`src/inc/ow64_pkg.sv`:
```
// Purpose: Shared constants and types for the 64 kbit/s overhead channel adapter.
// Assumes: One 40 MHz clock; client and line strobes arrive synchronous to it.
// Notes: Bit-period counts are derived from the clock rate by expression; store and octet counts are literals.
package ow64_pkg;
  // Clock and channel bit rate
  localparam int unsigned CLK_HZ = 40_000_000;
  localparam int unsigned BIT_HZ = 64_000;
  // Clock cycles per 64 kHz bit period (625 at 40 MHz)
  localparam int unsigned BIT_DIV = CLK_HZ / BIT_HZ;
  localparam int unsigned DIV_W = 10;
  localparam logic [DIV_W-1:0] DIV_LAST = DIV_W'(BIT_DIV - 1);
  localparam logic [DIV_W-1:0] DIV_HALF = DIV_W'(BIT_DIV / 2);
  // Octet framing
  localparam logic [2:0] BIT_FIRST = 3'h0;
  localparam logic [2:0] BIT_LAST = 3'h7;
  localparam int unsigned MSB = 7;
  localparam logic [7:0] ALL_ONES = 8'hFF;
  localparam logic [7:0] IDLE_OCTET = 8'hFF;
  // Elastic store: 8 octets (1 ms of slack, far above 18 us of wander)
  localparam int unsigned ADDR_W = 3;
  localparam int unsigned PTR_W = 4;
  localparam logic [PTR_W-1:0] STORE_DEPTH = 4'h8;
  localparam logic [PTR_W-1:0] FILL_LOW = 4'h2;
  localparam logic [PTR_W-1:0] FILL_MID = 4'h4;
  localparam logic [PTR_W-1:0] FILL_HIGH = 4'h6;
  localparam logic [PTR_W-1:0] PTR_ONE = 4'h1;
  localparam logic [PTR_W-1:0] PTR_TWO = 4'h2;
  localparam logic [PTR_W-1:0] PTR_ZERO = 4'h0;
  // Which overhead byte carries the 64 kbit/s channel
  typedef enum logic {SEL_E1 = 1'b0, SEL_F1 = 1'b1} oh_sel_t;
  // Justification engine states, Gray along fill -> run
  typedef enum logic [1:0] {J_FILL = 2'b00, J_RUN = 2'b01} just_state_t;
  // The two 64 kbit/s overhead bytes of a frame
  typedef struct packed {
    logic [7:0] e1;
    logic [7:0] f1;
  } oh_bytes_t;
  // Serial channel toward a client
  typedef struct packed {
    logic data;
    logic clock;
    logic octet_start;
  } serial_out_t;
endpackage : ow64_pkg

```
`src/core/overhead_64k_channel_adapt.sv`:
```
// Purpose: Orderwire/user 64 kbit/s channel into and out of section overhead E1/F1.
// Assumes: Client bit clock is a sampled input; line frame strobes are one-cycle pulses.
// Notes: Slip store with octet justification on the source; latch and smooth on the sink.
// Operation
// - Source puts one client octet per frame.
// - Client bits written into elastic store.
// - Store read at line frame timing.
// - Positive justification drops one whole octet.
// - Negative justification repeats the same octet.
// - Offset absorbed only as whole octet slips.
// - Store absorbs at least 18 us wander.
// - Select input picks E1 or F1 only.
// - Sink latches selected byte each frame.
// - Sink shifts bits out at 64 kHz.
// - Trail fail gives fail flag and all-ones.
// - User source inserts F1 when E1 is selected, supplies line-timed clock.
// - User sink extracts F1 with a clock.
// - User sink fail flag and all-ones.
`timescale 1ns/1ps
`default_nettype none
module overhead_64k_channel_adapt
  import ow64_pkg::*;
(
  // Clock and reset
  input wire logic clk_i,
  input wire logic arst_n_i,
  // Configuration
  input wire oh_sel_t channel_sel_i,
  // Orderwire client source side
  input wire logic client_serial_in_i,
  input wire logic client_bit_clock_i,
  input wire logic client_octet_start_i,
  // Line transmit timing and overhead out
  input wire logic line_frame_start_i,
  output oh_bytes_t section_frame_bus_o,
  // Line receive overhead in
  input wire logic frame_timing_start_i,
  input wire oh_bytes_t section_frame_bus_i,
  input wire logic trail_fail_in_i,
  // Orderwire sink toward client
  output serial_out_t channel_serial_out_o,
  output logic channel_fail_out_o,
  // User channel source and sink
  input wire logic user_channel_data_i,
  output logic user_channel_clock_o,
  output serial_out_t user_channel_data_o,
  output logic user_channel_fail_o
);

  // Shared 64 kHz divider
  logic [DIV_W-1:0] div_q, div_d;
  logic bit_tick;
  // Client capture
  logic ck_q, ck_d;
  logic [7:0] cap_q, cap_d;
  logic [2:0] cap_cnt_q, cap_cnt_d;
  logic cap_done;
  // Elastic store
  logic [7:0] mem_q [STORE_DEPTH];
  logic [PTR_W-1:0] wr_q, wr_d, wr_gray_q, wr_gray_d, rd_q, rd_d, fill;
  just_state_t jst_q, jst_d;
  logic [7:0] last_q, last_d;
  logic skip_now, rep_now;
  // User source capture
  logic [7:0] usr_q, usr_d, usr_oct_q, usr_oct_d;
  logic [2:0] usr_cnt_q, usr_cnt_d;
  // Transmit overhead
  oh_bytes_t tx_q, tx_d;
  // Sink serialisers: index 0 orderwire, 1 user channel
  logic [7:0] latch_q [2];
  logic [7:0] latch_d [2];
  logic [7:0] sh_q [2];
  logic [7:0] sh_d [2];
  logic [2:0] scnt_q [2];
  logic [2:0] scnt_d [2];
  logic [1:0] ostart_q, ostart_d;
  logic fail_q, fail_d, sclk_q, sclk_d;

  // Binary to Gray
  function automatic logic [PTR_W-1:0] to_gray(input logic [PTR_W-1:0] b);
    to_gray = b ^ (b >> 1);
  endfunction : to_gray

  // Gray to binary
  function automatic logic [PTR_W-1:0] from_gray(input logic [PTR_W-1:0] g);
    logic [PTR_W-1:0] b;
    b = g;
    for (int i = PTR_W - 2; i >= 0; i--) begin
      b[i] = b[i+1] ^ g[i];
    end
    from_gray = b;
  endfunction : from_gray

  // Divider next value and tick
  // 64 kHz enable
  always_comb begin
    bit_tick = (div_q == DIV_LAST);
    div_d = bit_tick ? '0 : div_q + 1'b1;
    sclk_d = (div_q < DIV_HALF);
  end

  // Client bit capture on rising client clock
  // serial capture
  always_comb begin
    ck_d = client_bit_clock_i;
    cap_d = cap_q;
    cap_cnt_d = cap_cnt_q;
    cap_done = 1'b0;
    if (client_bit_clock_i && !ck_q) begin
      // Octet start realigns the bit count
      if (client_octet_start_i) begin
        cap_cnt_d = BIT_FIRST + 1'b1;
        cap_d = {7'h00, client_serial_in_i};
      end else begin
        cap_d = {cap_q[6:0], client_serial_in_i};
        cap_done = (cap_cnt_q == BIT_LAST);
        cap_cnt_d = cap_cnt_q + 1'b1;
      end
    end
  end

  // Fill level from the Gray write pointer
  // Gray pointer compare
  assign fill = from_gray(wr_gray_q) - rd_q;
  assign skip_now = (fill >= FILL_HIGH);
  assign rep_now = (fill <= FILL_LOW);

  always_comb begin
    wr_d = wr_q;
    rd_d = rd_q;
    jst_d = jst_q;
    last_d = last_q;
    if (cap_done && (fill != STORE_DEPTH)) begin
      wr_d = wr_q + PTR_ONE;
    end
    wr_gray_d = to_gray(wr_d);
    if (line_frame_start_i) begin
      unique case (jst_q)
        // Hold off reads until half full
        J_FILL: begin
          if (fill >= FILL_MID) begin
            jst_d = J_RUN;
          end
        end
        J_RUN: begin
          if (skip_now) begin
            last_d = mem_q[ADDR_W'(rd_q + PTR_ONE)];
            rd_d = rd_q + PTR_TWO;
          end else if (rep_now) begin
            last_d = last_q;
          end else begin
            last_d = mem_q[rd_q[ADDR_W-1:0]];
            rd_d = rd_q + PTR_ONE;
          end
        end
      endcase
    end
  end

  // User channel source capture at 64 kHz
  // user octet capture
  always_comb begin
    usr_d = usr_q;
    usr_cnt_d = usr_cnt_q;
    usr_oct_d = usr_oct_q;
    if (bit_tick) begin
      usr_d = {usr_q[6:0], user_channel_data_i};
      usr_cnt_d = usr_cnt_q + 1'b1;
      if (usr_cnt_q == BIT_LAST) begin
        usr_oct_d = {usr_q[6:0], user_channel_data_i};
      end
    end
  end

  // Transmit overhead bytes per frame
  always_comb begin
    tx_d = tx_q;
    if (line_frame_start_i) begin
      if (channel_sel_i == SEL_E1) begin
        tx_d.e1 = last_d;
        tx_d.f1 = usr_oct_q;
      end else begin
        tx_d.e1 = IDLE_OCTET;
        tx_d.f1 = last_d;
      end
    end
  end

  // Sink latch and smoothing serialisers
  always_comb begin
    fail_d = trail_fail_in_i;
    for (int c = 0; c < 2; c++) begin
      latch_d[c] = latch_q[c];
      sh_d[c] = sh_q[c];
      scnt_d[c] = scnt_q[c];
      ostart_d[c] = ostart_q[c];
    end
    if (frame_timing_start_i) begin
      latch_d[0] = (channel_sel_i == SEL_E1) ? section_frame_bus_i.e1 : section_frame_bus_i.f1;
      latch_d[1] = section_frame_bus_i.f1;
    end
    if (bit_tick) begin
      for (int c = 0; c < 2; c++) begin
        scnt_d[c] = scnt_q[c] + 1'b1;
        ostart_d[c] = (scnt_q[c] == BIT_LAST);
        if (scnt_q[c] == BIT_LAST) begin
          sh_d[c] = trail_fail_in_i ? ALL_ONES : latch_q[c];
        end else begin
          sh_d[c] = {sh_q[c][6:0], 1'b1};
        end
      end
    end
  end

  // Registers
  always_ff @(posedge clk_i or negedge arst_n_i) begin
    if (!arst_n_i) begin
      div_q <= '0;
      ck_q <= 1'b0;
      cap_q <= '0;
      cap_cnt_q <= BIT_FIRST;
      wr_q <= PTR_ZERO;
      wr_gray_q <= PTR_ZERO;
      rd_q <= PTR_ZERO;
      jst_q <= J_FILL;
      last_q <= IDLE_OCTET;
      usr_q <= '0;
      usr_cnt_q <= BIT_FIRST;
      usr_oct_q <= IDLE_OCTET;
      tx_q <= '{e1: IDLE_OCTET, f1: IDLE_OCTET};
      fail_q <= 1'b0;
      sclk_q <= 1'b0;
      ostart_q <= '0;
      for (int c = 0; c < 2; c++) begin
        latch_q[c] <= ALL_ONES;
        sh_q[c] <= ALL_ONES;
        scnt_q[c] <= BIT_FIRST;
      end
    end else begin
      div_q <= div_d;
      ck_q <= ck_d;
      cap_q <= cap_d;
      cap_cnt_q <= cap_cnt_d;
      wr_q <= wr_d;
      wr_gray_q <= wr_gray_d;
      rd_q <= rd_d;
      jst_q <= jst_d;
      last_q <= last_d;
      usr_q <= usr_d;
      usr_cnt_q <= usr_cnt_d;
      usr_oct_q <= usr_oct_d;
      tx_q <= tx_d;
      fail_q <= fail_d;
      sclk_q <= sclk_d;
      ostart_q <= ostart_d;
      for (int c = 0; c < 2; c++) begin
        latch_q[c] <= latch_d[c];
        sh_q[c] <= sh_d[c];
        scnt_q[c] <= scnt_d[c];
      end
    end
  end

  // Store array, no reset needed on data
  always_ff @(posedge clk_i) begin
    if (wr_d != wr_q) begin
      mem_q[wr_q[ADDR_W-1:0]] <= cap_d;
    end
  end

  // Outputs straight from flops
  assign section_frame_bus_o = tx_q;
  assign channel_serial_out_o = '{data: sh_q[0][MSB], clock: sclk_q, octet_start: ostart_q[0]};
  assign user_channel_data_o = '{data: sh_q[1][MSB], clock: sclk_q, octet_start: ostart_q[1]};
  assign user_channel_clock_o = sclk_q;
  assign channel_fail_out_o = fail_q;
  assign user_channel_fail_o = fail_q;

  // Checks
  property p_unsel_idle;
    @(posedge clk_i) disable iff (!arst_n_i)
    line_frame_start_i && channel_sel_i == SEL_F1 |=> section_frame_bus_o.e1 == IDLE_OCTET;
  endproperty
  a_unsel_idle: assert property (p_unsel_idle) else $error("unselected E1 not idle");
  property p_skip;
    @(posedge clk_i) disable iff (!arst_n_i)
    line_frame_start_i && jst_q == J_RUN && skip_now |=> rd_q == $past(rd_q) + PTR_TWO;
  endproperty
  a_skip: assert property (p_skip) else $error("skip did not drop one octet");
  property p_repeat;
    @(posedge clk_i) disable iff (!arst_n_i)
    line_frame_start_i && jst_q == J_RUN && !skip_now && rep_now
      |=> $stable(rd_q) && last_q == $past(last_q);
  endproperty
  a_repeat: assert property (p_repeat) else $error("repeat did not resend octet");
  property p_whole_octet;
    @(posedge clk_i) disable iff (!arst_n_i)
    !line_frame_start_i |=> $stable(rd_q);
  endproperty
  a_whole_octet: assert property (p_whole_octet) else $error("read moved off frame");
  property p_no_overflow;
    @(posedge clk_i) disable iff (!arst_n_i)
    fill <= STORE_DEPTH;
  endproperty
  a_no_overflow: assert property (p_no_overflow) else $error("store overflow");
  property p_fail_fwd;
    @(posedge clk_i) disable iff (!arst_n_i)
    trail_fail_in_i |=> channel_fail_out_o && user_channel_fail_o;
  endproperty
  a_fail_fwd: assert property (p_fail_fwd) else $error("fail not forwarded");
  property p_ais_load;
    @(posedge clk_i) disable iff (!arst_n_i)
    bit_tick && scnt_q[0] == BIT_LAST && trail_fail_in_i |=> sh_q[0] == ALL_ONES;
  endproperty
  a_ais_load: assert property (p_ais_load) else $error("no all-ones under fail");
  property p_tick_space;
    @(posedge clk_i) disable iff (!arst_n_i)
    bit_tick |=> !bit_tick [*8];
  endproperty
  a_tick_space: assert property (p_tick_space) else $error("bit tick too fast");
  property p_latch;
    @(posedge clk_i) disable iff (!arst_n_i)
    frame_timing_start_i |=> latch_q[1] == $past(section_frame_bus_i.f1);
  endproperty
  a_latch: assert property (p_latch) else $error("F1 not latched");
endmodule : overhead_64k_channel_adapt
`default_nettype wire

```
`config.mk`:
```
export PLATFORM = sky130hd
export DESIGN_NAME = overhead_64k_channel_adapt
export DESIGN_NICKNAME = d
export VERILOG_FILES = /design/src/inc/ow64_pkg.sv /design/src/core/overhead_64k_channel_adapt.sv
export SDC_FILE = /design/constraint.sdc
export NUM_CORES = 1
export LEC_CHECK = 0
export ABC_AREA = 1
export BUFFER_PORTS_ARGS = -buffer_cell sky130_fd_sc_hd__buf_2
export CELL_PAD_IN_SITES_DETAIL_PLACEMENT = 0
export CELL_PAD_IN_SITES_GLOBAL_PLACEMENT = 1
export CORE_MARGIN = 2
export CORE_UTILIZATION = 47
export CTS_CLUSTER_SIZE = 8
export DETAILED_ROUTE_END_ITERATION = 7
export GPL_ROUTABILITY_DRIVEN = 0
export PLACE_DENSITY_LB_ADDON = 0.08
export SLEW_MARGIN = 0
export SYNTH_ARGS = -nofsm -noshare
export SYNTH_HDL_FRONTEND = slang
export SYNTH_SLANG_ARGS = --single-unit
```
`constraint.sdc`:
```
create_clock -name clk_i -period 4.42 [get_ports clk_i]
set_input_delay 0 -clock clk_i [delete_from_list [all_inputs] [get_ports clk_i]]
set_output_delay 0 -clock clk_i [all_outputs]
set_load 0.02 [all_outputs]
```
==> Word-level counts from Yosys, hierarchy flattened <==
Memory sizes are Yosys's and may differ from the RTL's.
Index checks and enable logic that the tools add are counted.
{ "word_totals": {"regBits": 119, "ramBits": 64, "in_bits": 26, "out_inout_bits": 25, "wordCells": 77, "n_memories": 1} }
{ "mem_list": {"columns": ["memory", "depth", "width", "rd", "rd_ports_with_merged_regs", "write_ports", "line_no", "source"], "rows": [
  ["mem_q", 8, 8, 2, 0, 1, "overhead_64k_channel_adapt.sv:59", "logic [7:0] mem_q [STORE_DEPTH];"]
]} }
{ "op_classes": {"add_sub_neg": 9, "magnitude_cmp": 4, "eq_ne": 8, "mux": 21, "n_bitwise": 4, "n_reduce_logical": 7} }
{ "op_table": {"columns": ["cell", "n"], "rows": [
  ["$mux 8", 11],
  ["$mux 16", 1],
  ["$add 3x1->3 const B", 4],
  ["$eq 3x3->1 const B", 4],
  ["$mux 4", 3],
  ["$add 10x1->10 const B", 1],
  ["$eq 10x10->1 const B", 1],
  ["$lt 10x9->1 const B", 1],
  ["$mux 10", 1],
  ["$add 4x1->4 const B", 2],
  ["$ge 4x3->1 const B", 2],
  ["$reduce_and 3->1", 2],
  ["$add 4x2->4 const B", 1],
  ["$le 4x2->1 const B", 1],
  ["$mux 1", 4],
  ["$ne 4x4->1", 1],
  ["$ne 4x4->1 const B", 1],
  ["$sub 4x4->4", 1],
  ["$xor 4x3->4", 1],
  ["$mux 3", 1],
  ["$xor 1x1->1", 3],
  ["$logic_and 1x1->1", 2],
  ["$logic_not 2->1", 1],
  ["$ne 2x2->1 const B", 1],
  ["other kinds (2)", 2]
]} }

==> Longest topological paths before layout <==
{ "depth": {"depth_word": 10, "depth_mapped": 19, "depth_no_buf": 18} }

==> Least setup slack after synthesis <==
No wires, ideal clock.
{ "synth_path": {"path_kind": "register to register", "start": "register wr_gray_q[3]", "end": "memory mem_q[6][0], enable pin", "setup_ns": 0.383, "arrival_ns": 2.710, "required_time_ns": 4.037, "path_slack_ns": 1.327, "stages_incl_launch_ff": 14, "path_buffers": 0, "period_less_slack_ns": 3.093, "cell_sequence": "dfrtp_1 xor2_1 xor2_1 xnor2_1 inv_1 ha_1 inv_2 fa_1 xnor2_2 nand4_2 nand2_2 inv_1 nand2_1 nor3_1"} }
{ "synth_between": {"elab_chain_cells": 10} }
{ "synth_rtl": {"columns": ["element", "line_no", "source"], "rows": [
  ["start, declared", "overhead_64k_channel_adapt.sv:60", "logic [PTR_W-1:0] wr_q, wr_d, wr_gray_q, wr_gray_d, rd_q, rd_d, fill;"],
  ["start signal, assigned", "overhead_64k_channel_adapt.sv:245", "wr_gray_q <= wr_gray_d;"],
  ["$xor 1x1->1 (3 in a row)", "overhead_64k_channel_adapt.sv:89", "b[i] = b[i+1] ^ g[i];"],
  ["$sub 4x4->4 *", "overhead_64k_channel_adapt.sv:124", "assign fill = from_gray(wr_gray_q) - rd_q;"],
  ["$ne 4x4->1 *", "overhead_64k_channel_adapt.sv:133", "if (cap_done && (fill != STORE_DEPTH)) begin"],
  ["$logic_and 1x1->1 *", "overhead_64k_channel_adapt.sv:133", null],
  ["$mux 4 *", "overhead_64k_channel_adapt.sv:133", null],
  ["$ne 4x4->1 *", "overhead_64k_channel_adapt.sv:266", "if (wr_d != wr_q) begin"],
  ["$mux 1 *", "overhead_64k_channel_adapt.sv:266", null],
  ["$mux 1 (not written as such) *", "overhead_64k_channel_adapt.sv:267", "mem_q[wr_q[ADDR_W-1:0]] <= cap_d;"],
  ["end, declared", "overhead_64k_channel_adapt.sv:59", null]
]} }
Every way passes the cells marked *; elsewhere a longest branch is shown, timed or not.

==> Final worst setup path <==
{ "layout_path": {"start": "register rd_q[2]", "end": "memory mem_q[4][2], enable pin"} }
{ "layout_between": {"elab_chain_cells": 7} }
{ "layout_rtl": {"columns": ["element", "line_no", "source"], "rows": [
  ["start, declared", "overhead_64k_channel_adapt.sv:60", null],
  ["start signal, assigned", "overhead_64k_channel_adapt.sv:246", "rd_q <= rd_d;"],
  ["$sub 4x4->4", "overhead_64k_channel_adapt.sv:124", null],
  ["$ne 4x4->1", "overhead_64k_channel_adapt.sv:133", null],
  ["$logic_and 1x1->1", "overhead_64k_channel_adapt.sv:133", null],
  ["$mux 4", "overhead_64k_channel_adapt.sv:133", null],
  ["$ne 4x4->1", "overhead_64k_channel_adapt.sv:266", null],
  ["$mux 1", "overhead_64k_channel_adapt.sv:266", null],
  ["$mux 1 (not written as such)", "overhead_64k_channel_adapt.sv:267", null]
]} }
No other way between the ends.

==> results.py <==
metrics = {
    "min_path": {
        "worstHoldPathCells": 3,
        "min_path_type": "in2reg",
        "min_to": "cap_q[0]$_DFF_PN0_",
        "hold_path.startpoint": "client_serial_in_i",
    },
    "critical_path": {
        "cp-start-kind": "flip-flop",
        "r2r_start": "rd_q[2]$_DFFE_PN0P_",
        "critPathLaunch": "rd_q[2]$_DFFE_PN0P_",
        "path_class": "reg2reg",
        "cp-end-kind": "flip-flop",
        "crit_fanout": 12,
        "rrSetupSlack_ns": 1.05,
        "r2r_cells": 10,
        "cp.arrival_ns": 3.43,
        "reg2reg_to": "mem_q[4][2]$_DFFE_PP_",
        "critPathRequiredTime_ns": 4.47,
    },
    "timing": {
        "report.final.slew_viol_count": 0,
        "setup_viol": 0,
        "relSlewSlack": 0.183,
        "fin_crit_ns": 3.37,
        "clock.fmax_mhz": 297,
        "hold_viol": 0,
        "fin_skew_ns": 0.0121,
        "tns_ns": 0,
        "rsz0062_at_grt": "no",
        "tightest_slew_ns": 1.22,
        "period_share": 0.763,
    },
    "global_route": {
        "grt_pass1_wl_um": 32600,
        "globalRouteOverflowTotal": 0,
        "antenna_found_initial": 0,
        "track_usage": 0.213,
        "grt_max_degree": 61,
        "grt_pass1_vias": 6110,
    },
    "drt": {
        "via_per_inst": 5.03,
        "drc": 0,
        "first_iter_violations": 478,
        "drt_wl_total_um": 20000,
        "dr.pass1.iters": 4,
        "avgRoutedWirePerCell_um": 15.7,
        "vias": 6423,
        "ant_nets": 0,
    },
    "yosys": {
        "synth_cell_type_count": 45,
        "synthArstFlopShare": 0.648,
        "synthCells": 967,
        "ys_ff_latch": 182,
        "syn_area_um2": 8890,
        "ys_top_cells_by_area": "edfxtp_1 (22%), dfstp_2 (19%), dfrtp_1 (15%)",
        "synth_top_area_cell": "edfxtp_1",
        "yosysSeqAreaShare": 0.558,
        "yosysWarnings": 0,
        "synth_top_cell_area_share": 0.216,
        "synth-edff-count": 64,
        "synth.net_count": 1010,
        "ys.flop_type": "edfxtp_1",
        "synth.avg_cell_area_um2": 9.19,
    },
    "job": {
        "max-cap-violations": 0,
    },
    "floorplanning": {
        "initial_utilization": 0.477,
        "die_h_um": 142,
        "die-area_um2": 20000,
        "num_rows": 50,
        "die_x_um": 142,
        "core_area_um2": 18600,
        "io_pins": 51,
    },
    "clock_network": {
        "clk-insertion-delay-late_ns": 0.43,
        "cts_sinks": 182,
        "cts_made_buffers": 17,
        "clockRootBuffer": "clkbuf_16",
        "cts_resized": 0,
        "clkTransAtPathRegs_ns": 0.07,
        "htree_levels": 4,
        "cts_tree": "done",
        "clock_path_buffers": 2,
        "cts_hold_buf": 30,
        "cts_setup_buffers": 0,
    },
    "pwr": {
        "powerDensity_nw_per_um2": 580,
        "finalPower_mw": 5.90,
        "combinationalPowerShare": 0.380,
        "seqPwrFrac": 0.359,
        "vdd_drop_max_uv": 305,
        "clockPowerShare": 0.261,
        "p_sw_mw": 2.27,
        "p_int_mw": 3.62,
        "swShare": 0.386,
        "p_leak_nw": 4.74,
    },
    "final_layout": {
        "utilization": 0.545,
        "diodes": 0,
        "layout-drive-gt1-share": 0.221,
        "syn_to_final_growth_pct": 14.3,
        "nFillCells": 1724,
        "nNetsFinal": 1072,
    },
    "place": {
        "dp_hpwl_um": 13900,
        "port_buffers": 50,
    },
    "outcome": {
        "outcome": "completed",
    },
}
==> synthesized netlist by cell type, types with 7 or more instances <==
cell type	count
ha_1	16
a22o_1	9
dfstp_2	64
a21oi_1	36
o21ai_0	77
a31oi_1	9
buf_4	7
inv_1	114
mux2_2	8
buf_2	16
inv_2	11
nand2_1	255
nor2_1	36
edfxtp_1	64
or2_2	9
xnor2_1	8
dfrtp_1	54
nand3_1	63
o22ai_1	19
nand2_2	19
clkbuf_1	18
==> worst max-delay path by stage <==
stage | cells after the start | to
6_report | 10 | mem_q[4][2]$_DFFE_PP_
5_1_grt | 10 | mem_q[4][2]$_DFFE_PP_
4_1_cts | 10 | mem_q[4][1]$_DFFE_PP_
3_5_place_dp | 10 | mem_q[4][6]$_DFFE_PP_
3_3_place_gp | 10 | mem_q[4][6]$_DFFE_PP_
2_1_floorplan | 13 | mem_q[6][0]$_DFFE_PP_
==> routing by layer <==
metal / vias to the layer above / part of all wire / track usage
li1: 3263 / - / -
met1: 2998 / 0.52 / 0.331
met2: 138 / 0.42 / 0.293
met3: 24 / 0.046 / 0.0493
met4: 0 / 0.015 / 0.0658
met5: - / 0 / 0
==> critical path, cell delays in order, from the launching register on <==
cell and delay, ns:
dfrtp_1 0.63, clkinv_1 0.44, ha_1 0.48, or2_4 0.27
nand3_2 0.10, nand2_1 0.07, nand4_2 0.11, nand2_2 0.12
inv_1 0.09, nand2_1 0.10, nor2_1 0.58
==> stage by stage <==
step	instance area, µm²	hold WS [ns]	instances	setup WS [ns]
final	10200	0.0226	1276	1.05
after global routing	10200	0.0494	1276	0.837
after CTS	10200	0.0270	1276	1.02
after detailed placement	9260	0.124	1214	1.04
after global placement	9260	0.121	1214	1.18
after floorplan	8890	-0.296	967	1.33
==> power groups by stage <==
stage / Combinational, mW / Clock (mW) / Sequential [mW]
floorplan: 1.74 / 0 / 2.17
global placement: 2.23 / 0 / 2.14
detailed placement: 2.23 / 0 / 2.15
CTS: 2.26 / 1.58 / 2.12
global route: 2.55 / 1.64 / 2.14
finish: 2.24 / 1.54 / 2.12
==> layout by cell type (no fill, tap or decap), drive strengths merged <==
cell type,n
a21o,1
a21oi,44
a22o,9
a31oi,9
buf,57
bufinv,2
clkbuf,20
clkinv,6
clkinvlp,1
dfrtp,54
dfstp,64
dlygate4sd3,30
edfxtp,64
fa,1
ha,16
inv,132
mux2,8
nand2,277
nand3,67
nand4,3
nor2,46
nor3,3
nor3b,3
o211ai,1
o21ai,79
o22ai,19
or2,10
xnor2,9
xor2,7
==> registers in the layout, indices dropped and copies added, names as in the netlist, 2 cells and up <==
register / flops
sh_q: 14
usr_q: 7
usr_oct_q: 8
wr_q: 3
div_q: 10
wr_gray_q: 4
mem_q: 64
last_q: 8
cap_cnt_q: 3
cap_q: 8
ostart_q: 2
usr_cnt_q: 3
rd_q: 4
scnt_q: 6
section_frame_bus_o: 16
latch_q: 16
==> cell type report <==
class	instances	area [µm²]	share of cell area
flip-flops and latches	182	4960	0.488
multi-input cells	612	3220	0.317
repair buffers	87	606	0.0596
inverters	129	487	0.0479
clock buffers	20	458	0.0451
well taps	234	293	0.0288
clock inverters	12	139	0.0137
==> cells by family after synthesis <==
logic type	count (synthesis)	synth area share
simple gates	409	0.205
flops	182	0.558
buf+inv	173	0.0807
compound gates	162	0.105
fa+ha+maj	17	0.0248
xor+xnor	16	0.0175
mux	8	0.0101
(Power assumes the default switching activity.)
